`config.mk`:
```
export PLATFORM = sky130hd
export DESIGN_NAME = drss_sequencer
export DESIGN_NICKNAME = d
export VERILOG_FILES = /design/src/shared/drss_pkg.sv /design/src/hw/drss_sequencer.sv
export VERILOG_INCLUDE_DIRS = /design/src /design/src/shared
export SDC_FILE = /design/constraint.sdc
export NUM_CORES = 1
export LEC_CHECK = 0
export ABC_AREA = 1
export ABC_CLOCK_PERIOD_IN_PS = 9300
export BUFFER_PORTS_ARGS = -buffer_cell sky130_fd_sc_hd__buf_2
export CAP_MARGIN = 20
export CORE_ASPECT_RATIO = 1.25
export CORE_UTILIZATION = 45
export CTS_BUF_LIST = sky130_fd_sc_hd__clkbuf_4
export DETAILED_ROUTE_END_ITERATION = 8
export PLACE_DENSITY_LB_ADDON = 0.25
export SLEW_MARGIN = 20
export SYNTH_ARGS = -nofsm -noshare
export SYNTH_HDL_FRONTEND = slang
export SYNTH_SLANG_ARGS = --single-unit
```
`constraint.sdc`:
```
create_clock -name i_clock -period 9.3 [get_ports i_clock]
set_clock_uncertainty 0.05 [all_clocks]
set_input_delay 0.465 -clock i_clock [delete_from_list [all_inputs] [get_ports i_clock]]
set_output_delay 0.465 -clock i_clock [all_outputs]
set_load 0.05 [all_outputs]
```
`src/shared/drss_regs.svh`:
```
`ifndef DRSS_REGS_SVH
`define DRSS_REGS_SVH
// ----------------------------------------
// register offsets
// ----------------------------------------
`define DRSS_ADDR_CTRL      4'h0
`define DRSS_ADDR_WAKE      4'h1
`define DRSS_ADDR_REPWR     4'h2
`define DRSS_ADDR_START     4'h3
`define DRSS_ADDR_STOPT     4'h4
`define DRSS_ADDR_STATUS    4'h5
// ----------------------------------------
// control field positions
// ----------------------------------------
`define DRSS_CTRL_GUARD     0
`define DRSS_CTRL_FLOOR_LO  1
`define DRSS_CTRL_FLOOR_HI  2
`define DRSS_CTRL_RESTART   3
`define DRSS_CTRL_ZSEL_LO   4
`define DRSS_CTRL_ZSEL_HI   5
`define DRSS_CTRL_SSRC      6
`define DRSS_CTRL_TERMSRC   7
// ----------------------------------------
// reset values, times in 0.1 s (stop time in 0.01 s)
// ----------------------------------------
`define DRSS_CTRL_RST       8'h80
`define DRSS_WAKE_RST       16'h0000
`define DRSS_REPWR_RST      16'h000A
`define DRSS_START_RST      16'h0000
`define DRSS_STOPT_RST      16'h0032
// ----------------------------------------
// timing: clock 250 MHz, 0.01 s tick
// ----------------------------------------
`define DRSS_CLK_HZ         250000000
`define DRSS_TICK_S_DIV     100
`define DRSS_TICK_CYC       (`DRSS_CLK_HZ / `DRSS_TICK_S_DIV)
`endif

```
`src/shared/drss_pkg.sv`:
```
`default_nettype none
package drss_pkg;
   typedef enum logic [5:0] {
      DRSS_INIT   = 6'h01,
      DRSS_GUARD  = 6'h02,
      DRSS_IDLE   = 6'h04,
      DRSS_DELAY  = 6'h08,
      DRSS_RUN    = 6'h10,
      DRSS_SLEEP  = 6'h20
   } drss_state_e;
   typedef struct packed {
      logic [3:0]  addr;
      logic [15:0] wdata;
      logic        wr;
      logic        rd;
   } drss_bus_s;
   typedef struct packed {
      logic run;
      logic coast;
      logic zero_volt;
      logic zero_dc;
   } drss_drive_s;
endpackage
`default_nettype wire

```
`src/hw/drss_sequencer.sv`:
```
`timescale 1ns/1ns
`default_nettype none
`include "drss_regs.svh"
// Behaviour
// - power-up terminal check only when run source is terminals; sampled at power-up
// - guard 0: active terminal at power-up ignored until released and asserted again
// - guard 1: terminal active at power-up starts run after initialization
// - below floor: 0 run at floor, 1 stop, 2 sleep
// - entering sleep coasts the motor to stop
// - wake only after set frequency stays above floor for wake delay
// - wake delay applies only under sleep code
// - restart on repower 1 runs after repower wait if start conditions hold
// - repower wait 0.0 to 6553.5 s default 1.0 s, used only when enabled
// - start delay withholds output after run command or wake
// - open-loop zero hz: 0 no voltage, 1 voltage, 2 stop dc current
// - stop speed reached only after stop detection time
// - stop speed source: 0 set speed, 1 measured speed
module drss_sequencer #(
   parameter int unsigned TICK_CYC = `DRSS_TICK_CYC,
   parameter int unsigned FW       = 16
) (
   input  wire logic                 i_clock,
   input  wire logic                 i_srst,
   input  wire drss_pkg::drss_bus_s  i_bus,
   input  wire logic                 i_run_term,
   input  wire logic                 i_repower,
   input  wire logic                 i_open_loop,
   input  wire logic [FW-1:0]        i_set_freq,
   input  wire logic [FW-1:0]        i_floor_freq,
   input  wire logic [FW-1:0]        i_meas_freq,
   input  wire logic [FW-1:0]        i_stop_freq,
   output logic [15:0]               o_rdata,
   output drss_pkg::drss_drive_s     o_drive,
   output logic                      o_stop_reached,
   output logic                      o_sleeping
);
   import drss_pkg::*;

   // ----------------------------------------
   // register file
   // ----------------------------------------
   logic [7:0]  ctrl_q;
   logic [15:0] wake_q;
   logic [15:0] repwr_q;
   logic [15:0] start_q;
   logic [15:0] stopt_q;
   drss_state_e state_q;

   always_ff @(posedge i_clock) begin
      if (i_srst) begin
         ctrl_q  <= `DRSS_CTRL_RST;
         wake_q  <= `DRSS_WAKE_RST;
         repwr_q <= `DRSS_REPWR_RST;
         start_q <= `DRSS_START_RST;
         stopt_q <= `DRSS_STOPT_RST;
      end else if (i_bus.wr) begin
         case (i_bus.addr)
            `DRSS_ADDR_CTRL:  ctrl_q  <= i_bus.wdata[7:0];
            `DRSS_ADDR_WAKE:  wake_q  <= i_bus.wdata;
            `DRSS_ADDR_REPWR: repwr_q <= i_bus.wdata;
            `DRSS_ADDR_START: start_q <= i_bus.wdata;
            `DRSS_ADDR_STOPT: stopt_q <= i_bus.wdata;
            default: ;
         endcase
      end
   end

   // unmapped addresses read zero
   always_ff @(posedge i_clock) begin
      if (i_srst) begin
         o_rdata <= 16'h0000;
      end else if (i_bus.rd) begin
         case (i_bus.addr)
            `DRSS_ADDR_CTRL:   o_rdata <= {8'h00, ctrl_q};
            `DRSS_ADDR_WAKE:   o_rdata <= wake_q;
            `DRSS_ADDR_REPWR:  o_rdata <= repwr_q;
            `DRSS_ADDR_START:  o_rdata <= start_q;
            `DRSS_ADDR_STOPT:  o_rdata <= stopt_q;
            `DRSS_ADDR_STATUS: o_rdata <= {8'h00, o_stop_reached, o_sleeping, state_q};
            default:           o_rdata <= 16'h0000;
         endcase
      end else begin
         o_rdata <= 16'h0000;
      end
   end

   wire logic       guard   = ctrl_q[`DRSS_CTRL_GUARD];
   wire logic [1:0] floor_a = ctrl_q[`DRSS_CTRL_FLOOR_HI:`DRSS_CTRL_FLOOR_LO];
   wire logic       restart = ctrl_q[`DRSS_CTRL_RESTART];
   wire logic [1:0] zsel    = ctrl_q[`DRSS_CTRL_ZSEL_HI:`DRSS_CTRL_ZSEL_LO];
   wire logic       ssrc    = ctrl_q[`DRSS_CTRL_SSRC];
   wire logic       termsrc = ctrl_q[`DRSS_CTRL_TERMSRC];

   // ----------------------------------------
   // 0.01 s time base
   // ----------------------------------------
   // one shared prescaler keeps the long timers at 0.01 s resolution
   logic [31:0] pre_q;
   logic        tick_q;
   always_ff @(posedge i_clock) begin
      if (i_srst || pre_q == 32'(TICK_CYC - 1)) begin
         pre_q <= 32'h00000000;
      end else begin
         pre_q <= pre_q + 32'h00000001;
      end
   end
   always_ff @(posedge i_clock) begin
      if (i_srst) begin
         tick_q <= 1'b0;
      end else begin
         tick_q <= (pre_q == 32'(TICK_CYC - 1));
      end
   end

   // ----------------------------------------
   // sequencer
   // ----------------------------------------
   logic [19:0] tmr_q;
   logic        term_d1_q;
   logic        pwr_active_q;
   logic        repwr_pend_q;
   wire logic   above    = i_set_freq > i_floor_freq;
   wire logic   run_cmd  = termsrc ? i_run_term : 1'b0;
   wire logic   term_rise = i_run_term && !term_d1_q;
   wire logic [19:0] wake_lim  = {4'h0, wake_q} * 20'h0000A;
   wire logic [19:0] start_lim = {4'h0, start_q} * 20'h0000A;
   wire logic [19:0] repwr_lim = {4'h0, repwr_q} * 20'h0000A;

   always_ff @(posedge i_clock) begin
      if (i_srst) begin
         term_d1_q <= 1'b0;
      end else begin
         term_d1_q <= i_run_term;
      end
   end

   // power-up terminal capture, taken after reset release
   always_ff @(posedge i_clock) begin
      if (i_srst) begin
         pwr_active_q <= 1'b0;
         repwr_pend_q <= 1'b0;
      end else if (state_q == DRSS_INIT) begin
         pwr_active_q <= termsrc && i_run_term;
         repwr_pend_q <= i_repower && restart;
      end else begin
         // a released terminal ends the power-up hold; a started run uses up the restart
         if (!i_run_term) begin
            pwr_active_q <= 1'b0;
         end
         if (state_q == DRSS_DELAY) begin
            repwr_pend_q <= 1'b0;
         end
      end
   end

   always_ff @(posedge i_clock) begin
      if (i_srst) begin
         state_q <= DRSS_INIT;
         tmr_q   <= 20'h00000;
      end else begin
         case (state_q)
            DRSS_INIT: begin
               tmr_q <= 20'h00000;
               // settings are written after reset, so hold one tick before acting on them
               if (!tick_q) begin
                  state_q <= DRSS_INIT;
               end else if (termsrc && i_run_term && !guard) begin
                  state_q <= DRSS_GUARD;
               end else begin
                  state_q <= DRSS_IDLE;
               end
            end
            DRSS_GUARD: begin
               if (!i_run_term) begin
                  state_q <= DRSS_IDLE;
               end
            end
            DRSS_IDLE: begin
               if (repwr_pend_q && restart && run_cmd) begin
                  // wait repower time before the start delay
                  if (tick_q) tmr_q <= tmr_q + 20'h00001;
                  if (tmr_q >= repwr_lim) begin
                     state_q <= DRSS_DELAY;
                     tmr_q   <= 20'h00000;
                  end
               end else if ((pwr_active_q && guard && run_cmd) ||
                            (run_cmd && (term_rise || !pwr_active_q))) begin
                  if (!(floor_a == 2'h1 && !above)) begin
                     state_q <= DRSS_DELAY;
                     tmr_q   <= 20'h00000;
                  end
               end
            end
            DRSS_DELAY: begin
               if (!run_cmd) begin
                  state_q <= DRSS_IDLE;
               end else if (tmr_q >= start_lim) begin
                  state_q <= DRSS_RUN;
                  tmr_q   <= 20'h00000;
               end else if (tick_q) begin
                  tmr_q <= tmr_q + 20'h00001;
               end
            end
            DRSS_RUN: begin
               if (!run_cmd || (floor_a == 2'h1 && !above)) begin
                  state_q <= DRSS_IDLE;
               end else if (floor_a == 2'h2 && !above) begin
                  state_q <= DRSS_SLEEP;
                  tmr_q   <= 20'h00000;
               end
            end
            DRSS_SLEEP: begin
               if (!run_cmd || floor_a != 2'h2) begin
                  state_q <= DRSS_IDLE;
               end else if (!above) begin
                  tmr_q <= 20'h00000;
               end else if (tmr_q >= wake_lim) begin
                  state_q <= DRSS_DELAY;
                  tmr_q   <= 20'h00000;
               end else if (tick_q) begin
                  tmr_q <= tmr_q + 20'h00001;
               end
            end
            default: state_q <= DRSS_INIT;
         endcase
      end
   end

   // ----------------------------------------
   // outputs
   // ----------------------------------------
   // zero-hz choice only in open loop at zero output; run at floor handled upstream
   wire logic at_zero = (i_set_freq == '0) || (!above && floor_a == 2'h0 && i_floor_freq == '0);
   always_ff @(posedge i_clock) begin
      if (i_srst) begin
         o_drive    <= '0;
         o_sleeping <= 1'b0;
      end else begin
         o_drive.run       <= state_q == DRSS_RUN;
         o_drive.coast     <= state_q == DRSS_SLEEP;
         o_drive.zero_volt <= state_q == DRSS_RUN && i_open_loop && at_zero
                              && zsel == 2'h1;
         o_drive.zero_dc   <= state_q == DRSS_RUN && i_open_loop && at_zero
                              && zsel == 2'h2;
         o_sleeping        <= state_q == DRSS_SLEEP;
      end
   end

   // stop speed detection with hold time
   logic [15:0] stop_tmr_q;
   wire logic [FW-1:0] cmp_freq = ssrc ? i_meas_freq : i_set_freq;
   always_ff @(posedge i_clock) begin
      if (i_srst || cmp_freq > i_stop_freq) begin
         stop_tmr_q <= 16'h0000;
      end else if (tick_q && stop_tmr_q < stopt_q) begin
         stop_tmr_q <= stop_tmr_q + 16'h0001;
      end
   end
   always_ff @(posedge i_clock) begin
      if (i_srst) begin
         o_stop_reached <= 1'b0;
      end else begin
         o_stop_reached <= cmp_freq <= i_stop_freq && stop_tmr_q >= stopt_q;
      end
   end
endmodule
`default_nettype wire

```
==> results of run 1 <==
-- cell usage in the layout (no fill, tap or decap), types with 5 or more instances in the layout --
| cell type | Yosys | routed |
|---|---|---|
| clkinv_1 | 4 | 5 |
| nand2_1 | 413 | 413 |
| o22ai_1 | 30 | 30 |
| o21ai_0 | 101 | 101 |
| nor2_2 | 10 | 10 |
| nor3_1 | 38 | 38 |
| nand3b_1 | 5 | 5 |
| inv_1 | 242 | 241 |
| a21o_1 | 6 | 6 |
| clkbuf_4 | 0 | 17 |
| nor2_1 | 192 | 192 |
| buf_4 | 3 | 5 |
| ha_1 | 192 | 192 |
| nand4_1 | 28 | 28 |
| buf_2 | 7 | 112 |
| dfxtp_1 | 171 | 171 |
| o211ai_1 | 10 | 10 |
| inv_2 | 5 | 6 |
| nor4_1 | 15 | 15 |
| xnor2_1 | 31 | 31 |
| a21oi_1 | 179 | 179 |
| o21ai_1 | 7 | 7 |
| a221oi_1 | 8 | 8 |
| xor2_1 | 46 | 46 |
| nand3_1 | 65 | 65 |
-- path summary, 6_finish.rpt --
path               from        end  slack, ns
max reg2reg  start_q[3]  tmr_q[17]       4.82
max          start_q[3]  tmr_q[17]       4.82
min          i_run_term  term_d1_q       0.03
min reg2reg    pre_q[0]   pre_q[0]       0.41
-- tightest hold or removal path: stages --
cell and delay [ns]:
buf_2 0.13, inv_1 0.05, nor2_1 0.03
-- synth_stat cells, types with 2 or more instances --
master / instances / area (sq um)
o21ai_0: 101 / 505.5
nand2_1: 413 / 1550
a211oi_1: 2 / 15.01
ha_1: 192 / 2402
nand3_2: 4 / 40.04
xor2_1: 46 / 402.9
o22ai_1: 30 / 187.7
a221oi_1: 8 / 70.07
nor3_2: 4 / 40.04
buf_4: 3 / 22.52
dfxtp_1: 171 / 3423
inv_1: 242 / 908.4
nor3_1: 38 / 190.2
and2_1: 3 / 18.77
nand4_1: 28 / 175.2
o21bai_1: 4 / 30.03
o21a_1: 3 / 22.52
xnor2_1: 31 / 271.5
nor2_1: 192 / 720.7
buf_2: 7 / 35.03
o21ai_1: 7 / 35.03
a21o_1: 6 / 45.04
clkbuf_1: 30 / 112.6
o211ai_1: 10 / 75.07
nand3b_1: 5 / 37.54
nand3_1: 65 / 325.3
nor3b_2: 3 / 37.54
nor3b_1: 3 / 22.52
a21oi_1: 179 / 895.9
a31oi_1: 2 / 12.51
inv_2: 5 / 18.77
nor4_1: 15 / 93.84
o31ai_1: 3 / 22.52
fa_1: 3 / 60.06
nor2_4: 2 / 22.52
nor2_2: 10 / 62.56
clkinv_1: 4 / 15.01
-- logic make-up (layout without fill, tap and decap cells) --
kind of cell | count (synthesis) | count (layout) | synth area share [%]
AOI/OAI and AO/OA | 360 | 360 | 15.03
xor gates and xnor gates | 77 | 77 | 5.177
adders and majority gates | 195 | 195 | 18.90
buffers and inverters | 293 | 400 | 8.654
DFF | 171 | 171 | 26.28
other | 0 | 2 | 0
and+or+nand+nor | 790 | 790 | 25.95
-- layer usage --
metal | vias to the layer above | wire, microns | part of all wire, %
li1 | 6466 | - | -
met1 | 5671 | 15960 | 45
met2 | 255 | 17350 | 49
met3 | 69 | 1278 | 3.6
met4 | 0 | 1064 | 3.0
met5 | - | 0 | 0
-- cell type report --
cell class,count,area share [%]
Sequential cell,171,24.10
Multi-Input combinational cell,1422,59.67
Inverter,251,6.633
Clock buffer,17,0.8985
Timing Repair Buffer,117,4.211
Tap cell,355,3.127
Antenna cell,2,0.03524
Clock inverter,15,1.321
-- stage by stage --
stage | utilization [%] | instances
floorplan | - | 1886
global placement | 48.88 | 2316
detailed placement | 48.88 | 2316
CTS | 49.99 | 2348
global route | 50.01 | 2350
finish | 50.01 | 2350
-- sequential cells by signal (all words and copies together) (netlist names), 3 cells and up --
| register | flops |
|---|---|
| pre_q | 32 |
| o_rdata | 16 |
| ctrl_q | 8 |
| stop_tmr_q | 16 |
| stopt_q | 16 |
| start_q | 16 |
| o_drive | 3 |
| tmr_q | 20 |
| repwr_q | 16 |
| state_q | 6 |
| wake_q | 16 |
-- where the power goes --
group          internal (W)  switching, W  total (W)
Sequential         0.000742    0.00000782   0.000749
Clock              0.000193      0.000301   0.000494
Combinational     0.0000681      0.000119   0.000187
==> metrics, run 1 <==
M2 GR Usage 43.67%; Peak VDD IR 0.06901 mV; GR Overflow Total 0; vias per cell 5.303; Clock Tree Buf Depth 2; kind of critical path register to register; leak pwr 6.916 nW; Filler cells 2860; Initial Util 45.86%; total iterations of the first detailed-routing run 5; Worst slew margin 34.76%; distinct cell type count of the synthesized netlist 49; Area Growth Syn to Fin 9.038%; CTS sink count 171; H-tree lvl count 4; WP data arrival 4.98 ns; CP Launch Type register; post-synthesis cell count 1886; Pwr Total 0.001430 W; IO Count 113; TritonCTS clock tree done; crit path capture type register; fmax 223.0 MHz; number of CTS-inserted buffers 17; Syn Area/Cell 6.907 sq um; Placed Instance Area 0.01388 sq mm; GPL Wtd Cong 0.9289; WL final 35650 microns; final instance area 0.01420 sq mm; pre-CTS WS 4.863 ns; met1 Use GR 29.67%; clk_lat worst skew 0.61 ns; Std-Cell Rows 69; port bufs 112; worst-path maximum fanout 18; share of cells above drive strength 1 8.981%; drt drc 0; #FFs+latches synth 171; Max stage delay on crit path 0.40 ns; met3 Use GR 3.497%; CP dominant cell by count nand2_1; Max Slew Vio Count 0; Buf+Inv Stages, Crit Path 1; Final Critical Period 4.484 ns; vias in the first global route 11670; final setup violation count 0; Post-CTS Hold Buffers 0; final hold violation count 0; initial antenna violation count 2; Overall Global Routing Usage 24.52%; RSZ-0062 raised after global routing false; CTS Root Cell clkbuf_4; setup TNS 0 ns; NumNets Final 2266; number of synthesized flops with an enable pin 0; Worst Slack Setup Final 4.816 ns; Max-Cap Viols 0; ANT nets after route 0; Top Usage Layer GRT met2; Die Y-Extent 192.2 microns; initial drt markers 802; largest net degree at the start of global routing 51; Synth async-reset ratio 0%; critical path depth in cells 26; DIE WIDTH 154.2 microns; Yosys warnings 0; sequential area share after synthesis 26.28%; first-pass GRT wire length 57660 microns; crit-path leading delay family simple AND/OR/NAND/NOR gates; Fin Hold WS 0.03151 ns; WP data required 9.79 ns; Tightest Pin Transition 0.9762 ns; slowest CP cell fa_1; R2R depth 26; area taken by multi-input logic gates 0.008476 sq mm; post-cts sizing count 0; die area 0.02964 sq mm; final period utilization 48.21%; Worst Hold Class primary input to register; detailed placement HPWL 28590 microns; Register Area 0.003423 sq mm; post-CTS setup buffer count 0; routed vias 12460; synthesized area 0.01303 sq mm; Syn Nets 2172; Pwr Density 100.7 mW/mm^2; hold path cells 3; Core ar. 0.02840 sq mm; clock-pin slew on the worst setup and hold paths 0.17 ns; average wire per standard cell 15.17 microns; status complete, no violations; Main synth FF type dfxtp_1
No activity file was read; power rests on OpenSTA's default activity.
==> run 2, diff against run 1 <==
--- a/config.mk
+++ b/config.mk
@@ -7,7 +7,7 @@
 export NUM_CORES = 1
 export LEC_CHECK = 0
 export ABC_AREA = 1
-export ABC_CLOCK_PERIOD_IN_PS = 9300
+export ABC_CLOCK_PERIOD_IN_PS = 4700
 export BUFFER_PORTS_ARGS = -buffer_cell sky130_fd_sc_hd__buf_2
 export CAP_MARGIN = 20
 export CORE_ASPECT_RATIO = 1.25
==> constraint.sdc (replaced) <==
create_clock -name i_clock -period 4.7 [get_ports i_clock]
set_clock_uncertainty 0.05 [all_clocks]
set_input_delay 0.235 -clock i_clock [delete_from_list [all_inputs] [get_ports i_clock]]
set_output_delay 0.235 -clock i_clock [all_outputs]
set_load 0.05 [all_outputs]
==> metrics, run 2 (synthesis results as in run 1) <==
worst-path maximum fanout 18; Std-Cell Rows 69; reg-to-reg startpoint start_q[5]; NumNets Final 2292; WL final 36400 microns; IO Count 113; critical path cell sequence ha_1 > ha_1 > a21oi_1 > nand2_1 > nand2_1 > o311ai_0 > a21boi_0 > o21ai_0 > a21oi_1 > ha_1 > nand2_1 > nor2_1 > and2_1 > nand3b_1 > nand4_1 > or2_2 > nand3_4 > nand2_1 > nand2_1 > nand2_1 > nor2_1; crit path capture type register; CTS Root Cell clkbuf_4; max reg flops 32; number of CTS-inserted buffers 17; clock-pin slew on the worst setup and hold paths 0.18 ns; WP data arrival 4.84 ns; CP Launch Type register; top flop regs pre_q (32), tmr_q (20); status complete, no violations; FF-to-FF End tmr_q[18]; detailed placement HPWL 28620 microns; GR Overflow Total 0; Finished Layout Cells 2377; hold path cells 4; final hold violation count 0; Peak VDD IR 0.1369 mV; final setup violation count 0; Overall Global Routing Usage 24.96%; Max-Cap Viols 0; clk_lat worst skew 0.62 ns; Placed Cells 2318; drt drc 0; first-pass GRT wire length 58620 microns; Buf+Inv Stages, Crit Path 0; total iterations of the first detailed-routing run 6; Final Critical Period 4.344 ns; H-tree lvl count 4; CTS sink count 171; die area 0.02964 sq mm; Pwr Density 197.9 mW/mm^2; Reg with most FFs pre_q; most common cell after layout, fill and taps aside nand2_1; Hold Path Sink o_drive[1]; routed vias 12660; DIE WIDTH 154.2 microns; Max Slew Vio Count 0; Pwr Total 0.002866 W; GPL Wtd Cong 0.9144; vias in the first global route 11800; WP data required 5.19 ns; slowest CP cell dfxtp_1; Worst Hold Class primary input to register; kind of critical path register to register; Core ar. 0.02840 sq mm; hold_sp i_set_freq[2]; average wire per standard cell 15.32 microns; RSZ-0062 raised after global routing false; crit-path leading delay family simple AND/OR/NAND/NOR gates; Area Growth Syn to Fin 11.20%; Worst slew margin 35.99%; largest net degree at the start of global routing 52; Clock Tree Buf Depth 2; leak pwr 7.025 nW; fmax 230.2 MHz; commonest non-fill, non-tap cells in the layout nand2_1, inv_1, nor2_1, ha_1, a21oi_1; Die Y-Extent 192.2 microns; ANT nets after route 0; post-CTS setup buffer count 0; final period utilization 92.43%; TritonCTS clock tree done; initial antenna violation count 2; initial drt markers 892; port bufs 112; flop2flop setup slack 0.36 ns; share of cells above drive strength 1 9.014%; R2R depth 21; Max stage delay on crit path 0.44 ns; setup TNS 0 ns; Initial Util 45.86%; Tightest Pin Transition 0.9591 ns; CP dominant cell by count nand2_1; critical path depth in cells 21; vias per cell 5.325
[run 2: cell count changes in the layout (fill, tap and decap cells not counted), sizes merged]
cell / previous run / this run
buf: 117 / 119
bufinv: 3 / 2
clkinv: 10 / 8
clkinvlp: 0 / 2
diode: 2 / 3
dlygate4sd3: 0 / 24
inv: 253 / 254
[run 2: power breakdown]
group | internal (W) | total [W] | switching, W | leakage, nW
registers | 0.00147 | 0.00148 | 0.0000156 | 1.38
clock network | 0.000348 | 0.000997 | 0.000649 | 0.169
logic | 0.000147 | 0.000386 | 0.000239 | 5.47
total | 0.00196 | 0.00287 | 0.000903 | 7.03
[run 2: area by class of cell]
class	instances	area, sq um
diodes	3	7.507
clock buffers	17	127.6
repair buffers	143	853.3
multi-input cells	1422	8483
inverters	251	942.2
well taps	355	444.2
clock inverters	15	203.9
flip-flops and latches	171	3423
fillers	2875	13920
[run 2: worst max-delay path by stage]
stage / start / end / slack, ns
2_1_floorplan: start_q[3] / tmr_q[12] / 0.96
3_3_place_gp: start_q[3] / tmr_q[19] / 0.39
3_5_place_dp: start_q[5] / tmr_q[5] / 0.32
4_1_cts: start_q[5] / tmr_q[5] / 0.26
5_1_grt: repwr_q[3] / state_q[5] / 0.05
6_report: start_q[5] / tmr_q[18] / 0.36
[run 2: metrics by stage]
| step | utilization (%) | hold WS (ns) | instance area, sq um | setup WS [ns] |
|---|---|---|---|---|
| floorplan | - | 0.2920 | 13030 | 0.9644 |
| global placement | 48.93 | 0.3835 | 13900 | 0.3883 |
| detailed placement | 48.93 | 0.4058 | 13900 | 0.3194 |
| CTS | 50.94 | 0.005416 | 14470 | 0.2622 |
| global route | 50.99 | 0.03688 | 14480 | 0.05022 |
| finish | 51.00 | 0.03941 | 14490 | 0.3560 |
[run 2: timing repair]
| action | CTS | global route |
|---|---|---|
| endpoints found under the hold margin | 79 | 0 |
| gates resized for setup | 0 | 3 |
| hold buffers | 24 | 0 |
| endpoints found under the setup margin | 0 | 18 |
[run 2: worst min-delay path, stage by stage]
cell	delay, ns
buf_2	0.11
o22ai_1	0.10
nand2_1	0.16
nor2_1	0.06
[run 2: metal layers]
metal	GRT usage (%)	vias up	part of all wire, %
met5	0	-	0
met2	44.53	321	49
met4	10.08	0	3.2
li1	-	6513	-
met3	3.046	72	4.0
met1	30.34	5752	44
